## src/ldr_pkg.sv

```systemverilog
`default_nettype none
package ldr_pkg;
    localparam logic [6:0] TARGET_ADDR = 7'h36;
    localparam logic [3:0] BITS_PER_BYTE = 4'h8;
    localparam logic [7:0] OFS_ID = 8'h00;
    localparam logic [7:0] OFS_SOFT_RESET_BIT = 8'h01;
    localparam logic [7:0] OFS_ENABLE = 8'h10;
    localparam logic [7:0] OFS_BRT_CTL = 8'h11;
    localparam logic [7:0] OFS_PWM = 8'h12;
    localparam logic [7:0] OFS_BOOST = 8'h13;
    localparam logic [7:0] OFS_AF_HIGH = 8'h15;
    localparam logic [7:0] OFS_AF_LOW = 8'h16;
    localparam logic [7:0] OFS_FLASH = 8'h17;
    localparam logic [7:0] OFS_BRT_LOW = 8'h18;
    localparam logic [7:0] OFS_BRT_HIGH = 8'h19;
    localparam logic [7:0] OFS_FAULT_CTL = 8'h1e;
    localparam logic [7:0] OFS_FAULT_FLAGS = 8'h1f;
    localparam logic [7:0] ENABLE_RST = 8'h0e;
    localparam logic [7:0] BRT_CTL_RST = 8'h30;
    localparam logic [7:0] PWM_RST = 8'h73;
    localparam logic [7:0] BOOST_RST = 8'h6f;
    localparam logic [7:0] AF_RST = 8'h00;
    localparam logic [7:0] FLASH_RST = 8'h58;
    localparam logic [7:0] BRT_LOW_RST = 8'h07;
    localparam logic [7:0] BRT_HIGH_RST = 8'hff;
    localparam logic [7:0] FAULT_CTL_RST = 8'h40;
    localparam logic [5:0] FAULT_FLAGS_RST = 6'h00;
    localparam logic [7:0] ENABLE_MASK = 8'h0f;
    localparam logic [7:0] BOOST_MASK = 8'h7f;
    localparam logic [7:0] BRT_LOW_MASK = 8'h07;
    localparam int DEV_EN_BIT = 0;
    localparam int STR_EN_LSB = 1;
    localparam int SOFT_RESET_BIT_BIT = 0;
    localparam int MAP_BIT = 7;
    localparam int MODE_LSB = 4;
    localparam int RAMP_EN_BIT = 3;
    localparam int STEP_LSB = 0;
    localparam int FLASH_EN_BIT = 0;
    localparam int FLASH_CUR_LSB = 1;
    localparam int FLASH_TIME_LSB = 4;
    localparam logic [2:0] MODE_MAX = 3'h4;
    typedef enum logic [8:0] {
        ST_IDLE = 9'h001,
        ST_ADDR = 9'h002,
        ST_ADDR_ACK = 9'h004,
        ST_INDEX = 9'h008,
        ST_INDEX_ACK = 9'h010,
        ST_WRITE = 9'h020,
        ST_WRITE_ACK = 9'h040,
        ST_READ = 9'h080,
        ST_READ_ACK = 9'h100
    } ldr_state_t;
endpackage
`default_nettype wire

```

## src/ldr_top.sv

```systemverilog
`timescale 1ns/1ps
`default_nettype none
module ldr_top #(
    parameter logic [3:0] PART_CODE = 4'h5, // arbitrary value
    parameter logic [3:0] REVISION_CODE = 4'h3 // arbitrary value
) (
    input wire logic i_ref_clk,
    input wire logic i_rst,
    input wire logic i_scl,
    input wire logic i_sda,
    output logic o_sda_o,
    output logic o_sda_oe_n,
    input wire logic [5:0] i_fault_event,
    input wire logic i_flash_timeout,
    output logic o_device_enable,
    output logic [2:0] o_string_enable,
    output logic o_current_mapping_select,
    output logic [2:0] o_brightness_source_mode,
    output logic o_ramp_enable,
    output logic [2:0] o_ramp_step_time,
    output logic [7:0] o_pwm_control,
    output logic [6:0] o_boost_control,
    output logic [7:0] o_auto_freq_upper_level,
    output logic [7:0] o_auto_freq_lower_level,
    output logic [3:0] o_flash_time,
    output logic [2:0] o_flash_current,
    output logic o_flash_enable,
    output logic [10:0] o_brightness_code,
    output logic [7:0] o_fault_control,
    output logic [5:0] o_fault_flags
);
    logic [1:0] scl_sync_q;
    logic [1:0] sda_sync_q;
    logic scl_q;
    logic sda_q;
    logic [5:0] flt_s1_q;
    logic [5:0] flt_s2_q;
    logic tmo_s1_q;
    logic tmo_s2_q;
    ldr_pkg::ldr_state_t st_q;
    logic [3:0] cnt_q;
    logic [7:0] sr_q;
    logic [7:0] idx_q;
    logic drive_q;
    logic ack_q;
    logic [7:0] en_q;
    logic [7:0] brt_ctl_q;
    logic [7:0] pwm_q;
    logic [7:0] boost_q;
    logic [7:0] af_hi_q;
    logic [7:0] af_lo_q;
    logic [7:0] flash_q;
    logic [7:0] brt_lo_q;
    logic [7:0] brt_hi_q;
    logic [7:0] fctl_q;
    logic [5:0] flags_q;
    logic [7:0] rd_data;
    logic scl_rise;
    logic scl_fall;
    logic start_det;
    logic stop_det;
    logic byte_done;
    logic wr_en;
    logic rd_load;
    logic soft_rst;
    logic unlocked;

    // pin synchronisers
    always_ff @(posedge i_ref_clk or posedge i_rst) begin
        if (i_rst) begin
            scl_sync_q <= 2'h3;
            sda_sync_q <= 2'h3;
            scl_q <= 1'b1;
            sda_q <= 1'b1;
        end else begin
            scl_sync_q <= {scl_sync_q[0], i_scl};
            sda_sync_q <= {sda_sync_q[0], i_sda};
            scl_q <= scl_sync_q[1];
            sda_q <= sda_sync_q[1];
        end
    end

    always_ff @(posedge i_ref_clk or posedge i_rst) begin
        if (i_rst) begin
            flt_s1_q <= 6'h00;
            flt_s2_q <= 6'h00;
            tmo_s1_q <= 1'b0;
            tmo_s2_q <= 1'b0;
        end else begin
            flt_s1_q <= i_fault_event;
            flt_s2_q <= flt_s1_q;
            tmo_s1_q <= i_flash_timeout;
            tmo_s2_q <= tmo_s1_q;
        end
    end

    assign scl_rise = scl_sync_q[1] & ~scl_q;
    assign scl_fall = ~scl_sync_q[1] & scl_q;
    assign start_det = scl_sync_q[1] & scl_q & sda_q & ~sda_sync_q[1];
    assign stop_det = scl_sync_q[1] & scl_q & ~sda_q & sda_sync_q[1];
    assign byte_done = scl_fall & (cnt_q == ldr_pkg::BITS_PER_BYTE);
    assign wr_en = (st_q == ldr_pkg::ST_WRITE) & byte_done;
    assign rd_load = scl_fall & (((st_q == ldr_pkg::ST_ADDR_ACK) & sr_q[0]) | ((st_q == ldr_pkg::ST_READ_ACK) & ack_q));
    assign soft_rst = wr_en & (idx_q == ldr_pkg::OFS_SOFT_RESET_BIT) & sr_q[ldr_pkg::SOFT_RESET_BIT_BIT];
    assign unlocked = ~en_q[ldr_pkg::DEV_EN_BIT] | (en_q[ldr_pkg::STR_EN_LSB +: 3] == 3'h0);
    assign o_sda_o = 1'b0;
    assign o_sda_oe_n = ~drive_q;

    // serial target sequencer
    always_ff @(posedge i_ref_clk or posedge i_rst) begin
        if (i_rst) begin
            st_q <= ldr_pkg::ST_IDLE;
            cnt_q <= 4'h0;
            sr_q <= 8'h00;
            idx_q <= 8'h00;
            drive_q <= 1'b0;
            ack_q <= 1'b0;
        end else if (start_det) begin
            st_q <= ldr_pkg::ST_ADDR;
            cnt_q <= 4'h0;
            drive_q <= 1'b0;
        end else if (stop_det) begin
            st_q <= ldr_pkg::ST_IDLE;
            drive_q <= 1'b0;
        end else begin
            unique case (st_q)
                ldr_pkg::ST_IDLE: begin
                    cnt_q <= 4'h0;
                end
                ldr_pkg::ST_ADDR, ldr_pkg::ST_INDEX, ldr_pkg::ST_WRITE: begin
                    if (scl_rise) begin
                        sr_q <= {sr_q[6:0], sda_sync_q[1]};
                        cnt_q <= cnt_q + 4'h1;
                    end else if (byte_done) begin
                        cnt_q <= 4'h0;
                        if (st_q == ldr_pkg::ST_ADDR) begin
                            if (sr_q[7:1] == ldr_pkg::TARGET_ADDR) begin
                                st_q <= ldr_pkg::ST_ADDR_ACK;
                                drive_q <= 1'b1;
                            end else begin
                                st_q <= ldr_pkg::ST_IDLE;
                            end
                        end else if (st_q == ldr_pkg::ST_INDEX) begin
                            idx_q <= sr_q;
                            st_q <= ldr_pkg::ST_INDEX_ACK;
                            drive_q <= 1'b1;
                        end else begin
                            idx_q <= idx_q + 8'h01;
                            st_q <= ldr_pkg::ST_WRITE_ACK;
                            drive_q <= 1'b1;
                        end
                    end
                end
                ldr_pkg::ST_ADDR_ACK: begin
                    if (rd_load) begin
                        st_q <= ldr_pkg::ST_READ;
                        sr_q <= rd_data;
                        drive_q <= ~rd_data[7];
                    end else if (scl_fall) begin
                        st_q <= ldr_pkg::ST_INDEX;
                        drive_q <= 1'b0;
                    end
                end
                ldr_pkg::ST_INDEX_ACK, ldr_pkg::ST_WRITE_ACK: begin
                    if (scl_fall) begin
                        st_q <= ldr_pkg::ST_WRITE;
                        drive_q <= 1'b0;
                    end
                end
                ldr_pkg::ST_READ: begin
                    if (scl_rise) begin
                        cnt_q <= cnt_q + 4'h1;
                    end else if (byte_done) begin
                        cnt_q <= 4'h0;
                        idx_q <= idx_q + 8'h01;
                        st_q <= ldr_pkg::ST_READ_ACK;
                        drive_q <= 1'b0;
                    end else if (scl_fall) begin
                        sr_q <= {sr_q[6:0], 1'b0};
                        drive_q <= ~sr_q[6];
                    end
                end
                ldr_pkg::ST_READ_ACK: begin
                    if (scl_rise) begin
                        ack_q <= ~sda_sync_q[1];
                    end else if (rd_load) begin
                        st_q <= ldr_pkg::ST_READ;
                        sr_q <= rd_data;
                        drive_q <= ~rd_data[7];
                    end else if (scl_fall) begin
                        st_q <= ldr_pkg::ST_IDLE;
                    end
                end
                default: begin
                    st_q <= ldr_pkg::ST_IDLE;
                    drive_q <= 1'b0;
                end
            endcase
        end
    end

    // configuration registers
    always_ff @(posedge i_ref_clk or posedge i_rst) begin
        if (i_rst) begin
            en_q <= ldr_pkg::ENABLE_RST;
            brt_ctl_q <= ldr_pkg::BRT_CTL_RST;
            pwm_q <= ldr_pkg::PWM_RST;
            boost_q <= ldr_pkg::BOOST_RST;
            af_hi_q <= ldr_pkg::AF_RST;
            af_lo_q <= ldr_pkg::AF_RST;
            brt_lo_q <= ldr_pkg::BRT_LOW_RST;
            brt_hi_q <= ldr_pkg::BRT_HIGH_RST;
            fctl_q <= ldr_pkg::FAULT_CTL_RST;
        end else if (soft_rst) begin
            en_q <= ldr_pkg::ENABLE_RST;
            brt_ctl_q <= ldr_pkg::BRT_CTL_RST;
            pwm_q <= ldr_pkg::PWM_RST;
            boost_q <= ldr_pkg::BOOST_RST;
            af_hi_q <= ldr_pkg::AF_RST;
            af_lo_q <= ldr_pkg::AF_RST;
            brt_lo_q <= ldr_pkg::BRT_LOW_RST;
            brt_hi_q <= ldr_pkg::BRT_HIGH_RST;
            fctl_q <= ldr_pkg::FAULT_CTL_RST;
        end else if (wr_en) begin
            unique case (idx_q)
                ldr_pkg::OFS_ENABLE: en_q <= sr_q & ldr_pkg::ENABLE_MASK;
                ldr_pkg::OFS_BRT_CTL: begin
                    if (unlocked) begin
                        brt_ctl_q[7] <= sr_q[ldr_pkg::MAP_BIT];
                        brt_ctl_q[3:0] <= sr_q[3:0];
                        if (sr_q[ldr_pkg::MODE_LSB +: 3] <= ldr_pkg::MODE_MAX) begin
                            brt_ctl_q[6:4] <= sr_q[ldr_pkg::MODE_LSB +: 3];
                        end
                    end
                end
                ldr_pkg::OFS_PWM: if (unlocked) pwm_q <= sr_q;
                ldr_pkg::OFS_BOOST: boost_q <= sr_q & ldr_pkg::BOOST_MASK;
                ldr_pkg::OFS_AF_HIGH: if (unlocked) af_hi_q <= sr_q;
                ldr_pkg::OFS_AF_LOW: if (unlocked) af_lo_q <= sr_q;
                ldr_pkg::OFS_BRT_LOW: brt_lo_q <= sr_q & ldr_pkg::BRT_LOW_MASK;
                ldr_pkg::OFS_BRT_HIGH: brt_hi_q <= sr_q;
                ldr_pkg::OFS_FAULT_CTL: fctl_q <= sr_q;
                default: ;
            endcase
        end
    end

    // flash enable with hardware clear
    always_ff @(posedge i_ref_clk or posedge i_rst) begin
        if (i_rst) begin
            flash_q <= ldr_pkg::FLASH_RST;
        end else if (soft_rst) begin
            flash_q <= ldr_pkg::FLASH_RST;
        end else begin
            if (wr_en && idx_q == ldr_pkg::OFS_FLASH) begin
                flash_q <= sr_q;
            end
            if (tmo_s2_q || (flt_s2_q != 6'h00)) begin
                flash_q[ldr_pkg::FLASH_EN_BIT] <= 1'b0;
            end
        end
    end

    // sticky fault flags, cleared by reading them
    always_ff @(posedge i_ref_clk or posedge i_rst) begin
        if (i_rst) begin
            flags_q <= ldr_pkg::FAULT_FLAGS_RST;
        end else if (soft_rst) begin
            flags_q <= ldr_pkg::FAULT_FLAGS_RST;
        end else if (rd_load && idx_q == ldr_pkg::OFS_FAULT_FLAGS) begin
            flags_q <= flt_s2_q;
        end else begin
            flags_q <= flags_q | flt_s2_q;
        end
    end

    // read selection
    always_comb begin
        unique case (idx_q)
            ldr_pkg::OFS_ID: rd_data = {PART_CODE, REVISION_CODE};
            ldr_pkg::OFS_ENABLE: rd_data = en_q;
            ldr_pkg::OFS_BRT_CTL: rd_data = brt_ctl_q;
            ldr_pkg::OFS_PWM: rd_data = pwm_q;
            ldr_pkg::OFS_BOOST: rd_data = boost_q;
            ldr_pkg::OFS_AF_HIGH: rd_data = af_hi_q;
            ldr_pkg::OFS_AF_LOW: rd_data = af_lo_q;
            ldr_pkg::OFS_FLASH: rd_data = flash_q;
            ldr_pkg::OFS_BRT_LOW: rd_data = brt_lo_q;
            ldr_pkg::OFS_BRT_HIGH: rd_data = brt_hi_q;
            ldr_pkg::OFS_FAULT_CTL: rd_data = fctl_q;
            ldr_pkg::OFS_FAULT_FLAGS: rd_data = {2'h0, flags_q};
            default: rd_data = 8'h00;
        endcase
    end

    assign o_device_enable = en_q[ldr_pkg::DEV_EN_BIT];
    assign o_string_enable = en_q[ldr_pkg::STR_EN_LSB +: 3];
    assign o_current_mapping_select = brt_ctl_q[ldr_pkg::MAP_BIT];
    assign o_brightness_source_mode = brt_ctl_q[ldr_pkg::MODE_LSB +: 3];
    assign o_ramp_enable = brt_ctl_q[ldr_pkg::RAMP_EN_BIT];
    assign o_ramp_step_time = brt_ctl_q[ldr_pkg::STEP_LSB +: 3];
    assign o_pwm_control = pwm_q;
    assign o_boost_control = boost_q[6:0];
    assign o_auto_freq_upper_level = af_hi_q;
    assign o_auto_freq_lower_level = af_lo_q;
    assign o_flash_time = flash_q[ldr_pkg::FLASH_TIME_LSB +: 4];
    assign o_flash_current = flash_q[ldr_pkg::FLASH_CUR_LSB +: 3];
    assign o_flash_enable = flash_q[ldr_pkg::FLASH_EN_BIT];
    assign o_brightness_code = {brt_hi_q, brt_lo_q[2:0]};
    assign o_fault_control = fctl_q;
    assign o_fault_flags = flags_q;
endmodule
`default_nettype wire

```

## config.mk

```make
export PLATFORM = sky130hd
export DESIGN_NAME = ldr_top
export DESIGN_NICKNAME = d
export VERILOG_FILES = /design/src/ldr_pkg.sv /design/src/ldr_top.sv
export SDC_FILE = /design/constraint.sdc
export NUM_CORES = 1
export LEC_CHECK = 0
export ABC_AREA = 1
export BUFFER_PORTS_ARGS = -buffer_cell sky130_fd_sc_hd__buf_2
export CAP_MARGIN = 20
export CORE_ASPECT_RATIO = 1.5
export CORE_UTILIZATION = 35
export DETAILED_ROUTE_END_ITERATION = 12
export PLACE_DENSITY = 0.49
export SYNTH_ARGS = -nofsm -noshare
export SYNTH_HDL_FRONTEND = slang
export SYNTH_SLANG_ARGS = --single-unit
```

## constraint.sdc

```tcl
create_clock -name i_ref_clk -period 5.8 [get_ports i_ref_clk]
set_input_delay 0.87 -clock i_ref_clk [delete_from_list [all_inputs] [get_ports i_ref_clk]]
set_output_delay 0.87 -clock i_ref_clk [all_outputs]
set_load 0.05 [all_outputs]
```

# After elaboration in Yosys (flattened, before gate mapping)
# Cells that the tools add are included.
dict set report totals {
  regBits 137
  output_inout_bits 78
}
dict set report op_classes {
  addsub 2
  order_cmp 1
  n_eq_ne 46
  mux 85
  bitwise 27
  reduce_logical 42
}
# cell count
set ops {}
lappend ops {{8-bit 2-to-1 mux} 43}
lappend ops {{9-bit 2-to-1 mux} 13}
lappend ops {{8-bit case mux with 12 select lines} 1}
lappend ops {{8-bit by 5-bit == test with 1-bit output, second input constant} 11}
lappend ops {{9-bit case mux with 6 select lines} 1}
lappend ops {{8-bit case mux with 4 select lines} 1}
lappend ops {{4-bit inequality test, second input constant} 7}
lappend ops {{2-bit nonzero test} 14}
lappend ops {{8-bit AND reduction} 3}
lappend ops {{2-bit inequality test, second input constant} 10}
lappend ops {{5-bit inequality test, second input constant} 4}
lappend ops {{4-bit 2-to-1 mux} 4}
lappend ops {{8-bit case mux with 2 select lines} 1}
lappend ops {{3-bit AND reduction} 5}
lappend ops {{1-bit AND} 14}
lappend ops {{1-bit 2-to-1 mux} 14}
lappend ops {{6-bit 2-to-1 mux} 2}
lappend ops {{1-bit NOT} 10}
lappend ops {{2-bit AND reduction} 5}
lappend ops {{9-bit by 1-bit == test with 1-bit output, second input constant} 1}
lappend ops {{9-bit by 2-bit == test with 1-bit output, second input constant} 1}
lappend ops {{9-bit by 3-bit == test with 1-bit output, second input constant} 1}
lappend ops {{9-bit by 4-bit == test with 1-bit output, second input constant} 1}
lappend ops {{9-bit by 5-bit == test with 1-bit output, second input constant} 1}
lappend ops {{other kinds (30)} 35}

# Longest topological paths before layout
dict set report depth {
  ltp_word 9
  depth_mapped 14
  ltp_nobuf 14
}

# Least setup slack after synthesis
# Ideal clock, no wire load.
dict set report synth_timing {
  path_kind {reg2reg}
  startpoint {register cnt_q[0]}
  endpoint {register brt_ctl_q[6]}
  arrival_ps 1783
  setup_slack_ps 3895
  path_stages_with_launch 13
  path_buffers 1
  synth_period_minus_slack_ps 1905
  cell_sequence {dfrtp_1 -> inv_1 -> ha_1 -> inv_1 -> nor2_1 -> nand3_2 -> nor2_8 -> nand4_4 -> buf_4 -> nand2_1 -> nand3_2 -> nand2_1 -> o21ai_1}
}
dict set report synth_via {
  elab_chain_len 7
  elab_cells_between_ends 11
}
# element line
set synth_rtl {}
lappend synth_rtl {{from (decl)} ldr_top.sv:41} ;# logic [3:0] cnt_q;
lappend synth_rtl {{from (signal assigned)} ldr_top.sv:133} ;# cnt_q <= cnt_q + 4'h1;
lappend synth_rtl {{from (signal assigned)} ldr_top.sv:172} ;# cnt_q <= cnt_q + 4'h1;
lappend synth_rtl {{4-bit == test *} ldr_top.sv:101} ;# assign byte_done = scl_fall & (cnt_q == ldr_pkg::BITS_PER_BYTE);
lappend synth_rtl {{1-bit AND *} ldr_top.sv:101}
lappend synth_rtl {{1-bit AND *} ldr_top.sv:102} ;# assign wr_en = (st_q == ldr_pkg::ST_WRITE) & byte_done;
lappend synth_rtl {{1-bit AND (2 in a row)} ldr_top.sv:104} ;# assign soft_rst = wr_en & (idx_q == ldr_pkg::OFS_SOFT_RESET_BIT) & sr_q[ldr_pkg::SOFT_RESET_BIT_BIT];
lappend synth_rtl {{2-bit nonzero test (no line)} n/a}
lappend synth_rtl {{4-bit AND reduction (no line)} n/a}
lappend synth_rtl {{to (signal assigned)} ldr_top.sv:206} ;# brt_ctl_q <= ldr_pkg::BRT_CTL_RST;
lappend synth_rtl {{to (signal assigned)} ldr_top.sv:216} ;# brt_ctl_q <= ldr_pkg::BRT_CTL_RST;
lappend synth_rtl {{to (signal assigned)} ldr_top.sv:232} ;# brt_ctl_q[6:4] <= sr_q[ldr_pkg::MODE_LSB +: 3];
lappend synth_rtl {{to (decl)} ldr_top.sv:47} ;# logic [7:0] brt_ctl_q;
# Every way passes the cells marked *; elsewhere a longest branch is shown, timed or not.
# A chain may end at the register's enable or synchronous reset.

# Worst setup path after layout
dict set report layout_timing {
  startpoint {register cnt_q[0]}
  endpoint {register pwm_q[2], in the netlist o_pwm_control[2]}
}
dict set report layout_via {
  elab_chain_len 7
  elab_cells_between_ends 10
}
# element line
set layout_rtl {}
lappend layout_rtl {{4-bit == test *} ldr_top.sv:101}
lappend layout_rtl {{1-bit AND *} ldr_top.sv:101}
lappend layout_rtl {{1-bit AND *} ldr_top.sv:102}
lappend layout_rtl {{1-bit AND (2 in a row)} ldr_top.sv:104}
lappend layout_rtl {{2-bit nonzero test (no line)} n/a}
lappend layout_rtl {{3-bit AND reduction (no line)} n/a}
lappend layout_rtl {{to (signal assigned)} ldr_top.sv:207} ;# pwm_q <= ldr_pkg::PWM_RST;
lappend layout_rtl {{to (signal assigned)} ldr_top.sv:217} ;# pwm_q <= ldr_pkg::PWM_RST;
lappend layout_rtl {{to (signal assigned)} ldr_top.sv:236} ;# ldr_pkg::OFS_PWM: if (unlocked) pwm_q <= sr_q;
lappend layout_rtl {{to (decl)} ldr_top.sv:48} ;# logic [7:0] pwm_q;
# Marks and branches as above.

==> summary.txt <==
Power
  • Worst IR drop on VDD: 0.0001793 V
  • Switching power share of the total: 32.58%
  • Int Pwr: 0.001659 W
  • Power Density: roughly 320 nW/um^2
  • Static Leakage: 4.091 nW
  • NetSw: roughly 0.0008 W
  • Sequential power share: 40.7%
  • Clock Power Share: 44.9%
  • Comb pwr share: around 14%

Clock network
  • CTS clk-pin slew, worst paths: approximately 0.06 ns
  • Cts bufs inserted: 17
  • H-tree depth: 4
  • Clk root buf: clkbuf_16
  • Worst-Skew Late Latency: 0.42 ns
  • CTS Sinks: 127
  • CTS max path bufs: 2
  • CTS tree: done
  • Post-CTS setup buffer count: 0
  • Hold Buf Count CTS: 0
  • Post-CTS sizing: 0

Detailed routing
  • Final WL: 21860 um
  • Drt wl/cell: 18.05 um
  • Post-DR vias/cell: about 5.0
  • # DRC: 0
  • Initial drt markers: 447
  • ANT nets after route: 0
  • DR pass1 iterations: 5
  • Routed via count: between 6000 and 7000

Cells and area
  • N_diodes: 0
  • Final nets: 967
  • Fill count: 1908
  • Layout area overhead: 19.39%
  • Final instance area: roughly 7800 um^2
  • FF+latch area: 3226 um^2
  • Share of layout cells above drive strength 1: 19.42%
  • Area of the multi-input gates: 2844 um^2
  • Layout Cells excl Fill: 1211

Synth
  • Asr flop ratio synth: 100.0%
  • Cell accounting for the most synthesized area: dfrtp_1
  • Syn Nets: 879
  • Area fraction of the dominant cell type after synthesis: between 30% and 40%
  • Most frequent cells after synthesis: nand2_1, nor2_1, inv_1, dfrtp_1, nand3_1
  • Ys Warns: 0
  • Syn_area_per_cell: 7.574 um^2
  • EDFF count, synth: 0
  • Most frequent cell after synthesis: nand2_1
  • Yosys cell types: 34
  • Post-synth top flop: dfrtp_1
  • Synth Cell Area: ~6500 um^2
  • Post-synthesis cell count: 862
  • Seq cells post-synth: 127
  • Top cells by area, synth: dfrtp_1, dfstp_2, nand2_1
  • Seq/Total Area, Yosys: 49.41%

Job
  • Max Cap Violations: 0

Worst setup path
  • Worst r2r src: cnt_q[0]
  • Required time of the critical path: 6.08 ns
  • CP arrival: 3.12 ns
  • Cell depth of the worst flop-to-flop path: 11
  • Startpoint class of the critical path: flop
  • Crit path from: cnt_q[0]
  • Critical Path Fanout Max: 34
  • Worst Path Class, Setup: reg2reg
  • CP Capture Type: flop

Floorplan
  • Initial Util: 36.09%
  • Die Width: 113.5 um
  • Full die area: about 19000 um^2
  • Total core area: around 18000 um^2
  • # IOs: 89
  • Core Rows: 60
  • Die height: 169.3 um

STA
  • Final WS setup: 2.958 ns
  • # setup viols final: 0
  • Fmax: 351.8 MHz
  • RSZ-0062 raised after global routing: no
  • Clock skew: 0.01706 ns
  • Final Hold Viols: 0
  • Headroom to the max-slew limit: 42.59%
  • Final Max Slew Viols: 0
  • Post-route setup TNS: 0 ns
  • Pin slew with the least headroom to its limit: 0.8612 ns
  • Period utilisation layout: about 49%
  • Minimum clock period: 2.842 ns

Place
  • Placed insts: 1179
  • Buffers on Ports: 87
  • Place WS: 3.002 ns
  • GPL Wtd Cong: just under 0.9
  • Hpwl dp: 16640 um
  • DP Area: just over 7000 um^2

GRT
  • Grt met3 use: 4.036%
  • Grt peak-use layer: met2
  • First-pass GRT wire length: 34070 um
  • Initial antenna violation count: 0
  • Largest net degree at the start of global routing: 70
  • Grt met1 use: 26.71%
  • All-Layer GR Usage: 24.00%
  • Met2 global-route usage: 43.08%
  • Vias in the first global route: a little over 6000
  • Grt ovf: 0

Hold path
  • Min-delay worst type: reg2reg
  • Hold Path Depth: 0
  • Hold_sp: flt_s1_q[5]

Status
  • Status: finished, final reports clean
==> layout make-up <==
type / count / area share [%]
timing repair buffer: 89 / 5.778
inverter: 96 / 4.655
tap: 248 / 3.981
clock inverter: 14 / 2.215
sequential: 127 / 41.38
clock buffer: 18 / 5.506
multi-input combinational: 619 / 36.48
==> cells in the final DEF (no fill, tap or decap), drive strengths merged <==
cell type and n:
clkinvlp 2, mux2i 2, clkbuf 18, o21ai 82
a31oi 1, dfrtp 89, ha 6, nand2 272
nor4 1, nand4 10, dfstp 38, o221ai 1
xnor2 1, nand3 77, nor3 11, o22ai 21
xor2 3, nor2 113, bufinv 2, clkinv 3
conb 1, nand3b 3, buf 89, a21oi 13
inv 103, o31ai 1
==> cell families (layout without fill, tap and decap cells) <==
kind of cell               count (synthesis)  in the layout  share of synthesized area [%]
and+or+nand+nor                          487            487                          31.60
AOI/OAI and AO/OA                        119            119                          9.870
xor gates and xnor gates                   4              4                         0.5367
other                                      1              1                        0.05744
DFF                                      127            127                          49.41
muxes                                      2              2                         0.3066
adders and majority gates                  6              6                          1.150
buffers and inverters                    116            217                          7.072
==> stage by stage <==
stage | utilization [%] | hold WS, ns | power, W
floorplan | - | 0.3312 | 0.001204
global placement | 39.76 | 0.3325 | 0.001370
detailed placement | 39.76 | 0.3364 | 0.001368
CTS | 43.08 | 0.3524 | 0.002487
global route | 43.08 | 0.3530 | 0.002560
finish | 43.08 | 0.3483 | 0.002460
==> worst paths after layout <==
check,to,slack (ns)
worst max-delay path,o_pwm_control[2],2.96
worst min-delay path,flt_s2_q[5],0.35
worst max register to register,o_pwm_control[2],2.96
worst min register to register,flt_s2_q[5],0.35
max in group asynchronous,brt_ctl_q[7],3.85
min in group asynchronous,flt_s2_q[0],0.62
==> layer usage <==
layer	share of wire [%]	wire, um	vias to the layer above
li1	-	-	2953
met1	39	8494	2862
met2	53	11540	160
met3	3.6	798	46
met4	4.7	1032	0
met5	0	0	-
==> registers in the layout (all words and copies together) (netlist names), 8 cells and up <==
register	count
o_auto_freq_lower_level	8
o_fault_control	8
o_pwm_control	8
sr_q	8
idx_q	8
brt_hi_q	8
o_auto_freq_upper_level	8
st_q	9
flash_q	8
brt_ctl_q	8
==> critical path, cell delays in order (launching register included) <==
cell,delay [ns]
dfrtp_1,0.42
inv_1,0.07
ha_1,0.13
inv_1,0.03
nor2_1,0.15
nand3_2,0.23
nor2_8,0.36
nand4_4,0.51
o21ai_2,0.24
nand2_1,0.32
nand2_1,0.13
o21ai_1,0.07
==> power by group through the flow <==
stage               registers (W)  logic (W)  clock network, W
global route              0.00100   0.000386           0.00117
detailed placement        0.00101   0.000355                 0
CTS                      0.000999   0.000356           0.00113
finish                    0.00100   0.000354           0.00111
floorplan                0.000975   0.000229                 0
global placement          0.00101   0.000356                 0
(Power assumes the default switching activity.)
